===== src/logic/vic_regs.svh =====
`ifndef VIC_REGS_SVH
`define VIC_REGS_SVH

// register offsets on the plain register port
`define VIC_OFS_MODE        8'h00
`define VIC_OFS_PENDING     8'h02
`define VIC_OFS_MASK        8'h04
`define VIC_OFS_IN_SERVICE  8'h06

// global interrupt mode fields
`define VIC_MODE_SEL_BIT    15
`define VIC_VSRC7_BIT       14
`define VIC_VSRC6_BIT       13
`define VIC_VSRC1_BIT       12
`define VIC_EDGE7_BIT       10
`define VIC_EDGE6_BIT       9
`define VIC_EDGE1_BIT       8
`define VIC_BASE_MSB        7
`define VIC_BASE_LSB        5
`define VIC_MODE_WR_MASK    16'hf7e0

// pending register error flag position
`define VIC_ERR_BIT         0

// reset values
`define VIC_MODE_RST        16'h0000
`define VIC_PENDING_RST     16'h0000
`define VIC_MASK_RST        16'h0000
`define VIC_IN_SERVICE_RST  16'h0000

// vector values
`define VIC_VECTOR_UNSET    8'h0f
`define VIC_CODE_ERROR      5'h00
`define VIC_CODE_LVL7       5'h17
`define VIC_CODE_LVL6       5'h16
`define VIC_CODE_LVL1       5'h11

// priority levels seen by the core
`define VIC_LEVEL_NONE      3'h0
`define VIC_LEVEL_1         3'h1
`define VIC_LEVEL_4         3'h4
`define VIC_LEVEL_6         3'h6
`define VIC_LEVEL_7         3'h7

`endif


===== src/logic/vic_pkg.sv =====
package vic_pkg;

    // acknowledge cycle started by the core
    typedef struct packed {
        logic       valid;
        logic [2:0] level;
    } vic_iack_t;

    // answer returned to the core
    typedef struct packed {
        logic       transferAck;
        logic [7:0] vector;
    } vic_answer_t;

    // register port request
    typedef struct packed {
        logic        wr;
        logic        rd;
        logic [7:0]  addr;
        logic [15:0] wrData;
    } vic_regreq_t;

endpackage : vic_pkg


===== src/logic/vic_controller.sv =====
// The address-and-strobe port and the placing of the registers were chosen for this implementation.
`timescale 1ns/1ps
`include "vic_regs.svh"

module vic_controller
(
    input  wire logic                 clock,
    input  wire logic                 rst_n,
    input  wire vic_pkg::vic_regreq_t regReq,
    output logic [15:0]               regRdData,
    input  wire logic [15:1]          srcRequest,
    input  wire logic [2:0]           extLine_n,
    input  wire vic_pkg::vic_iack_t   iack,
    output vic_pkg::vic_answer_t      answer,
    output logic [2:0]                priorityLevel,
    output logic                      internalRequest
);

    logic [15:0] modeReg_q;
    logic        baseWritten_q;
    logic [15:0] pending_q;
    logic [15:0] pending_d;
    logic [15:0] mask_q;
    logic [15:0] inService_q;
    logic [15:0] inService_d;
    logic [15:0] rdData_q;
    logic [2:0]  extSync1_q;
    logic [2:0]  extSync2_q;
    logic [2:0]  extPrev_q;
    logic [2:0]  edgeLatch_q;
    logic [2:0]  edgeLatch_d;
    logic [2:0]  extReq;
    logic [2:0]  extEncLevel;
    logic        dedicated;
    logic [2:0]  edgeSel;
    logic [2:0]  vecSrc;
    logic [3:0]  candIdx;
    logic        candValid;
    logic [3:0]  topInService;
    logic        intReq;
    logic [2:0]  level_d;
    logic [2:0]  level_q;
    logic        intReq_q;
    logic        ansValid_d;
    logic [4:0]  ansCode;
    logic [7:0]  vector_d;
    logic        ansValid_q;
    logic [7:0]  vector_q;
    logic [15:0] ackClear;
    logic        errSet;
    logic [2:0]  lineAcked;
    logic        wrMode;
    logic        wrPending;
    logic        wrMask;
    logic        wrInService;

    // index of highest set bit above bit 0, zero when none
    function automatic logic [3:0] vic_top_bit(input logic [15:0] v);
        logic [3:0] r;
        r = 4'h0;
        for (int i = 1; i < 16; i++)
        begin
            if (v[i])
            begin
                r = 4'(i);
            end
        end
        return r;
    endfunction : vic_top_bit

    assign wrMode      = regReq.wr && (regReq.addr == `VIC_OFS_MODE);
    assign wrPending   = regReq.wr && (regReq.addr == `VIC_OFS_PENDING);
    assign wrMask      = regReq.wr && (regReq.addr == `VIC_OFS_MASK);
    assign wrInService = regReq.wr && (regReq.addr == `VIC_OFS_IN_SERVICE);

    assign dedicated = modeReg_q[`VIC_MODE_SEL_BIT];
    assign edgeSel   = {modeReg_q[`VIC_EDGE7_BIT],
                        modeReg_q[`VIC_EDGE6_BIT],
                        modeReg_q[`VIC_EDGE1_BIT]};
    assign vecSrc    = {modeReg_q[`VIC_VSRC7_BIT],
                        modeReg_q[`VIC_VSRC6_BIT],
                        modeReg_q[`VIC_VSRC1_BIT]};

    // mode register, reserved bits never stored; also remembers any base write
    always_ff @(posedge clock or negedge rst_n)
    begin
        if (!rst_n)
        begin
            modeReg_q     <= `VIC_MODE_RST;
            baseWritten_q <= 1'b0;
        end
        else if (wrMode)
        begin
            modeReg_q     <= regReq.wrData & `VIC_MODE_WR_MASK;
            baseWritten_q <= 1'b1;
        end
    end

    // external lines come from pins: two stage synchroniser
    always_ff @(posedge clock or negedge rst_n)
    begin
        if (!rst_n)
        begin
            extSync1_q  <= 3'h7;
            extSync2_q  <= 3'h7;
            extPrev_q   <= 3'h7;
            edgeLatch_q <= 3'h0;
        end
        else
        begin
            extSync1_q  <= extLine_n;
            extSync2_q  <= extSync1_q;
            extPrev_q   <= extSync2_q;
            edgeLatch_q <= edgeLatch_d;
        end
    end

    // falling edges held until the matching acknowledge
    always_comb
    begin
        for (int i = 0; i < 3; i++)
        begin
            edgeLatch_d[i] = edgeLatch_q[i];
            if (lineAcked[i])
            begin
                edgeLatch_d[i] = 1'b0;
            end
            if (extPrev_q[i] && !extSync2_q[i])
            begin
                edgeLatch_d[i] = 1'b1;
            end
        end
    end

    // dedicated line requests: index 2 level 7, 1 level 6, 0 level 1
    always_comb
    begin
        for (int i = 0; i < 3; i++)
        begin
            if (edgeSel[i])
            begin
                extReq[i] = edgeLatch_q[i];
            end
            else
            begin
                extReq[i] = !extSync2_q[i];
            end
        end
    end

    // normal mode: lines carry an active-low encoded level
    assign extEncLevel = ~extSync2_q;

    // internal request selection
    always_comb
    begin
        candIdx      = vic_top_bit(pending_q & mask_q);
        topInService = vic_top_bit(inService_q);
        candValid    = (candIdx != 4'h0) && (candIdx > topInService);
        intReq       = candValid;
    end

    // level presented to the core
    always_comb
    begin
        level_d = `VIC_LEVEL_NONE;
        if (dedicated)
        begin
            if (extReq[2])
            begin
                level_d = `VIC_LEVEL_7;
            end
            else if (extReq[1])
            begin
                level_d = `VIC_LEVEL_6;
            end
            else if (intReq)
            begin
                level_d = `VIC_LEVEL_4;
            end
            else if (extReq[0])
            begin
                level_d = `VIC_LEVEL_1;
            end
        end
        else
        begin
            level_d = extEncLevel;
            if (intReq && (extEncLevel < `VIC_LEVEL_4))
            begin
                level_d = `VIC_LEVEL_4;
            end
        end
    end

    always_ff @(posedge clock or negedge rst_n)
    begin
        if (!rst_n)
        begin
            level_q    <= `VIC_LEVEL_NONE;
            intReq_q   <= 1'b0;
            ansValid_q <= 1'b0;
            vector_q   <= 8'h00;
        end
        else
        begin
            level_q    <= level_d;
            intReq_q   <= intReq;
            ansValid_q <= ansValid_d;
            vector_q   <= ansValid_d ? vector_d : 8'h00;
        end
    end

    // acknowledge decode
    always_comb
    begin
        ansValid_d = 1'b0;
        ansCode    = `VIC_CODE_ERROR;
        ackClear   = 16'h0000;
        errSet     = 1'b0;
        lineAcked  = 3'h0;
        if (iack.valid)
        begin
            case (iack.level)
                `VIC_LEVEL_4:
                begin
                    ansValid_d = 1'b1;
                    if (candValid)
                    begin
                        ansCode           = {1'b0, candIdx};
                        ackClear[candIdx] = 1'b1;
                    end
                    else
                    begin
                        ansCode = `VIC_CODE_ERROR;
                        errSet  = 1'b1;
                    end
                end
                `VIC_LEVEL_7:
                begin
                    lineAcked[2] = 1'b1;
                    ansCode      = `VIC_CODE_LVL7;
                    ansValid_d   = !vecSrc[2] &&
                                   !(dedicated && !edgeSel[2] && extSync2_q[2]);
                end
                `VIC_LEVEL_6:
                begin
                    lineAcked[1] = 1'b1;
                    ansCode      = `VIC_CODE_LVL6;
                    ansValid_d   = !vecSrc[1] &&
                                   !(dedicated && !edgeSel[1] && extSync2_q[1]);
                end
                `VIC_LEVEL_1:
                begin
                    lineAcked[0] = 1'b1;
                    ansCode      = `VIC_CODE_LVL1;
                    ansValid_d   = !vecSrc[0] &&
                                   !(dedicated && !edgeSel[0] && extSync2_q[0]);
                end
                default:
                begin
                    ansValid_d = 1'b0;
                end
            endcase
        end
    end

    // base above code, or the fixed vector until the base is programmed
    always_comb
    begin
        if (baseWritten_q)
        begin
            vector_d = {modeReg_q[`VIC_BASE_MSB:`VIC_BASE_LSB], ansCode};
        end
        else
        begin
            vector_d = `VIC_VECTOR_UNSET;
        end
    end

    // pending: a new request wins over any clear in the same cycle
    always_comb
    begin
        pending_d = pending_q & ~ackClear;
        if (wrPending)
        begin
            pending_d = pending_d & ~regReq.wrData;
        end
        pending_d = pending_d | {srcRequest, errSet};
    end

    always_ff @(posedge clock or negedge rst_n)
    begin
        if (!rst_n)
        begin
            pending_q <= `VIC_PENDING_RST;
        end
        else
        begin
            pending_q <= pending_d;
        end
    end

    always_ff @(posedge clock or negedge rst_n)
    begin
        if (!rst_n)
        begin
            mask_q <= `VIC_MASK_RST;
        end
        else if (wrMask)
        begin
            mask_q <= {regReq.wrData[15:1], 1'b0};
        end
    end

    // in-service: delivery sets, write of one clears, set wins
    always_comb
    begin
        inService_d = inService_q;
        if (wrInService)
        begin
            inService_d = inService_d & ~regReq.wrData;
        end
        inService_d = (inService_d | ackClear) & 16'hfffe;
    end

    always_ff @(posedge clock or negedge rst_n)
    begin
        if (!rst_n)
        begin
            inService_q <= `VIC_IN_SERVICE_RST;
        end
        else
        begin
            inService_q <= inService_d;
        end
    end

    // read data stands in the cycle after the read strobe only
    always_ff @(posedge clock or negedge rst_n)
    begin
        if (!rst_n)
        begin
            rdData_q <= 16'h0000;
        end
        else if (regReq.rd)
        begin
            case (regReq.addr)
                `VIC_OFS_MODE:       rdData_q <= modeReg_q;
                `VIC_OFS_PENDING:    rdData_q <= pending_q;
                `VIC_OFS_MASK:       rdData_q <= mask_q;
                `VIC_OFS_IN_SERVICE: rdData_q <= inService_q;
                default:             rdData_q <= 16'h0000;
            endcase
        end
        else
        begin
            rdData_q <= 16'h0000;
        end
    end

    assign regRdData          = rdData_q;
    assign answer.transferAck = ansValid_q;
    assign answer.vector      = vector_q;
    assign priorityLevel      = level_q;
    assign internalRequest    = intReq_q;

endmodule : vic_controller


===== config.mk =====
export PLATFORM = sky130hd
export DESIGN_NAME = vic_controller
export DESIGN_NICKNAME = d
export VERILOG_FILES = /design/src/logic/vic_pkg.sv /design/src/logic/vic_controller.sv
export VERILOG_INCLUDE_DIRS = /design/src /design/src/logic
export SDC_FILE = /design/constraint.sdc
export NUM_CORES = 1
export LEC_CHECK = 0
export ABC_AREA = 1
export ABC_CLOCK_PERIOD_IN_PS = 3300
export BUFFER_PORTS_ARGS = -buffer_cell sky130_fd_sc_hd__buf_4
export CAP_MARGIN = 20
export CORE_MARGIN = 2
export CORE_UTILIZATION = 40
export CTS_BUF_LIST = sky130_fd_sc_hd__clkbuf_8
export DETAILED_ROUTE_END_ITERATION = 8
export GPL_TIMING_DRIVEN = 0
export PLACE_DENSITY = 0.64
export REMOVE_ABC_BUFFERS = 1
export SYNTH_ARGS = -nofsm -noshare
export SYNTH_HDL_FRONTEND = slang
export SYNTH_SLANG_ARGS = --single-unit

===== constraint.sdc =====
create_clock -name clock -period 3.3 [get_ports clock]
set_input_delay 0.66 -clock clock [delete_from_list [all_inputs] [get_ports clock]]
set_output_delay 0.66 -clock clock [all_outputs]
set_load 0.02 [all_outputs]

==> results of run 1 <==
[Yosys cell counts (all sizes together)]
cell type	number	area, µm²
nand3	10	62.6
nand2	176	696
and2	1	6.26
a221oi	3	26.3
a211o	1	8.76
a31oi	4	25.0
or4	1	7.51
a2111oi	1	8.76
o21ai	65	325
buf	9	56.3
a21oi	11	62.6
o22ai	1	6.26
dfrtp	89	2230
nor3	9	45.0
o211ai	6	45.0
dfstp	9	236
inv	100	375
a41oi	7	61.3
nand4	18	128
clkbuf	6	22.5
and3	1	6.26
clkinv	1	5.00
o21bai	2	26.3
a311oi	1	8.76
nor2	39	189
o31ai	1	7.51
a211oi	2	15.0
or2	2	12.5
ha	4	50.1
a32oi	1	16.3
[logic make-up after synthesis]
| kind of cell | after synthesis | synth area share |
|---|---|---|
| adder cells (fa/ha/maj) | 4 | 0.0105 |
| AND/OR/NAND/NOR | 257 | 0.242 |
| flip-flops | 98 | 0.517 |
| AO/OA/AOI/OAI | 106 | 0.135 |
| buffers and inverters | 116 | 0.0963 |
[critical path, stage by stage, from the launching register on]
cell and delay (ns):
dfrtp_1 0.42, or2_2 0.31, a21oi_1 0.15, o31ai_1 0.10, a311oi_1 0.27, nor3_1 0.09
ha_1 0.34, inv_1 0.05, nor2_1 0.07, o21ai_0 0.13, a32oi_4 0.51, and2_1 0.27
nand2_1 0.07, a31oi_1 0.16
[power by group through the flow]
stage	Sequential [µW]	Combinational (µW)	Clock, µW
global route	1320	849	927
floorplan	1360	445	0
global placement	1330	717	0
finish	1310	765	858
detailed placement	1340	728	0
CTS	1310	732	883
[flip-flops by register name (all words and copies together) (netlist names), 8 cells and up]
signal	count
mask_q	15
regRdData	16
pending_q	16
modeReg_q	10
inService_q	15
vector_q	8
[repair_timing]
action	4_1_cts	5_1_grt
resized for setup	0	2
endpoints found under the setup margin	0	27
setup buffers	0	0
[worst min-delay path by stage]
stage,start,end,slack (ns)
after floorplan,extSync1_q[0],extSync2_q[0],0.35
after global placement,extSync1_q[1],extSync2_q[1],0.35
after detailed placement,extSync1_q[1],extSync2_q[1],0.35
after CTS,rst_n,regRdData[15],0.29
after global routing,rst_n,regRdData[15],0.31
final,rst_n,regRdData[15],0.28
[layout make-up]
cell class                 instances  area [µm²]  share of cell area
tap                              143         179              0.0313
sequential                        98        2460               0.431
inverter                         101         380              0.0665
timing repair buffer              79         613               0.107
multi-input combinational        367        1860               0.326
clock buffer                      10         138              0.0241
clock inverter                     6        81.3              0.0142
[metal layers]
metal | track usage | up-vias
li1 | - | 2009
met1 | 0.285 | 1897
met2 | 0.325 | 91
met5 | 0 | -
met3 | 0.0364 | 13
met4 | 0.0634 | 0
[per-stage QoR]
| stage | utilization | setup slack, ns |
|---|---|---|
| 2_1_floorplan | - | 0.701 |
| 3_3_place_gp | 0.474 | -0.0319 |
| 3_5_place_dp | 0.476 | -0.243 |
| 4_1_cts | 0.495 | 0.115 |
| 5_1_grt | 0.496 | -0.00775 |
| 6_report | 0.496 | 0.255 |
==> reports/metrics.cfg, run 1 <==
[run_status]
status=finished with violations
violations=DRC

[drt]
wl_mm=12.5
wl_met2_mm=5.97
drc=5
wl_per_cell_um=15.6
vias=4010
vias_per_cell=4.99
top_layer=met4
firstDrtPassIters=6
drt-initial-drc-count=360
wl_met1_mm=5.78
postRouteAntennaNets=0
dr_wl_met3_um=587

[cells_and_area]
final_common_cell=nand2_1
design_area_mm2=0.00572
fin_nets=710
area_delta_synth_final_pct=19.9
instances_no_fill=804
drive_gt1_frac=0.197
final_cell_mix=nand2_1 (170), inv_1 (98), dfrtp_1 (89)
antenna_cells=0
fillers=1152

[power]
powerDensity_mw_per_mm2=513
seqPwrFrac=0.447
power.switching_uw=961
internal-power_uw=1970
power_uw=2930
clockPowerShare=0.292
leakagePower_uw=0.00289
power_frac_comb=0.261
ir_drop_uv=230
switching_share=0.327

[setup_path]
cp-start-kind=register
regToRegSetupSlack_ns=0.25
cp.required_ns=3.58
r2r_cells=13
endpoint_kind=register
worstSetupStartpoint=inService_q[5]
crit_fanout=17
setup.worst_path.end=vector_q[1]
critical_path_class=register to register
r2r-start=inService_q[5]
regToRegEndpoint=vector_q[1]
worstPathArrival_ns=3.32

[timing]
drv_slew=0
post-route-period-util=0.923
max_freq_mhz=328
finalHoldViolCount=0
period_needed_ns=3.05
slew_headroom=0.320
skew_ns=0.0121
worst_hold_slack_ns=0.279
worst_pin_slew_ns=1.02
setup_violations=0
fin_tns_setup_ns=0

[global_route]
first_global_vias=3840
grt_usage=0.204
grt_first_pass_wirelength_mm=20.2
grt_overflow_total=0
antenna_found_initial=0
grt_max_degree=57

[synth]
yosysWarningCount=0
seq_area_frac_synth=0.517
syn_area_mm2=0.00477
ys_ff_latch=98
synth_cell_type_count=42
syn_inst=581
avgSynthCellArea_um2=8.21

[min_path]
min_path_type=input pin to async pin

[clock_network]
htreeDepth=3
clk_latency_ns=0.37
cts_hold_buffers=0
cts-root-buf=clkbuf_8
cts_tree=yes
cts_buffer_depth=2
clkSinkCount=98
numCtsBuffers=9
clk_pin_slew_worst_paths_ns=0.10

[die]
row_count=39
fp.dieH_um=113
initial_core_util=0.414
die-width_um=113
coreArea_mm2=0.0115
ioPinCount=79
die-area_mm2=0.0128

[placed_design]
gp_congestion=0.839
portBuffers=78
placed_cell_area_mm2=0.00548
placed_cells=788
dpl.hpwl_mm=9.26

[run]
maxCapViolations=0

(Power assumes the default switching activity.)
==> run 2: changes to the inputs <==
- CORE_UTILIZATION: 40 -> 26
- PLACE_DENSITY: 0.64 -> 0.47
==> run 2 against run 1 <==
  * The flow now finishes without violations
  * Hold slack better by 0.026 ns
  * Highest routed layer unchanged
  * Clock power up 1%
  * Sequential cell count unchanged
  * First-iteration DRC count down 27%
  * Largest cell class unchanged
  * Sequential power about the same
  * Via count up 1.2%
  * Setup slack better by 0.037 ns
  * Clock skew down 0.0037 ns
==> reports/metrics.cfg, run 2 (same netlist as run 1, synthesis figures left out) <==
[drt]
vias=4057
drc=0
firstDrtPassIters=5
wl_mm=14.0
vias_per_cell=4.55
wl_per_cell_um=15.7
drt-initial-drc-count=264
postRouteAntennaNets=0

[clock_network]
clk_pin_slew_worst_paths_ns=0.10
cts_hold_buffers=0
clk_latency_ns=0.39
htreeDepth=3
cts_tree=yes
clkSinkCount=98
cts-root-buf=clkbuf_8
cts_buffer_depth=2
numCtsBuffers=9

[global_route]
first_global_vias=4095
grt_overflow_total=0
grt_first_pass_wirelength_mm=21.8
grt_usage=0.145
antenna_found_initial=0
grt_max_degree=53

[setup_path]
r2r_cells=14
worstSetupStartpoint=inService_q[5]
cp_top_family=compound AO/OA/AOI/OAI gates
cp.required_ns=3.59
critPathMostFrequentCell=nand2_1
worstPathArrival_ns=3.30
critical_path_class=register to register
path_cells=or2_2 -> a21oi_1 -> o31ai_1 -> a311oi_1 -> nor3_1 -> ha_1 -> inv_1 -> nor2_1 -> o21ai_0 -> a32oi_4 -> buf_4 -> nand4_1 -> nand2_1 -> nand2_1
crit_fanout=10
cp-start-kind=register
r2r-start=inService_q[5]
regToRegSetupSlack_ns=0.29
critPathMaxStageDelay_ns=0.42
endpoint_kind=register
critPathBufInv=2
worst_path_max_delay_cell=dfrtp_1
regToRegEndpoint=pending_q[1]

[timing]
slew_headroom=0.292
max_freq_mhz=332
post-route-period-util=0.912
setup_violations=0
worst_pin_slew_ns=1.06
drv_slew=0
worst_hold_slack_ns=0.306
rsz0062_at_grt=false
setup_ws_ns=0.291
skew_ns=0.00844
period_needed_ns=3.01
finalHoldViolCount=0

[placed_design]
placed_cell_area_mm2=0.00559
gp_congestion=0.852
dp_slack_ns=-0.321
portBuffers=78
dpl.hpwl_mm=10.3
placed_cells=874

[cells_and_area]
fin_nets=712
fillers=1909
design_area_mm2=0.00584
antenna_cells=0
drive_gt1_frac=0.201
instances_no_fill=892
final_cell_mix=nand2_1 (169), inv_1 (98), dfrtp_1 (89)
final_common_cell=nand2_1
area_delta_synth_final_pct=22.5

[die]
die-width_um=139
ioPinCount=79
fp.dieH_um=139
row_count=49
initial_core_util=0.265
coreArea_mm2=0.0180
die-area_mm2=0.0194

[min_path]
min_path_type=input pin to async pin

[power]
ir_drop_uv=229
powerDensity_mw_per_mm2=516
leakagePower_uw=0.00289
power_uw=3010

[run]
maxCapViolations=0

[run_status]
status=finished clean

[run 2: cell types whose count changed in the layout (fill, tap and decap cells not counted)]
cell | previous run | this run
nand2_1 | 170 | 169
clkinv_2 | 3 | 1
clkbuf_8 | 10 | 9
buf_4 | 78 | 80
clkinv_4 | 0 | 1
nand2_2 | 2 | 3
clkinvlp_4 | 1 | 3
[run 2: per-stage QoR]
stage,TNS (ns),util
detailed placement,-5.04,0.311
global route,0,0.325
finish,0,0.325
global placement,-3.42,0.310
CTS,0,0.324
floorplan,0,-
[run 2: what timing repair did]
action,CTS,global route
setup buffers,0,2
pin swaps,0,1
resized for setup,1,2
setup endpoints to repair,1,11
[run 2: area by class of cell]
cell class / instances / area (µm²) / share of cell area
sequential: 98 / 2460 / 0.422
timing repair buffer: 81 / 628 / 0.108
multi-input combinational: 367 / 1860 / 0.319
clock buffer: 9 / 124 / 0.0212
clock inverter: 7 / 95.1 / 0.0163
tap: 229 / 287 / 0.0490
inverter: 101 / 380 / 0.0651
[run 2: metal layers]
metal,track usage,vias up,part of all wire
met4,0.0521,0,0.019
met2,0.222,105,0.44
met1,0.204,1931,0.50
li1,-,2005,-
met5,0,-,0
met3,0.0279,16,0.043
[run 2: worst max-delay path by stage]
stage                          to  slack [ns]  depth (start not counted)
floorplan             vector_q[0]        0.70                         13
global placement    pending_q[15]       -0.26                         10
detailed placement   pending_q[9]       -0.32                         10
CTS                  pending_q[9]        0.09                         10
global route         pending_q[1]        0.09                         14
finish               pending_q[1]        0.29                         14
[run 2: report_power, final]
part,switching (µW),leakage [µW],internal [µW]
Clock,442,0.000103,425
Combinational,530,0.00156,302
Sequential,40.9,0.00122,1270
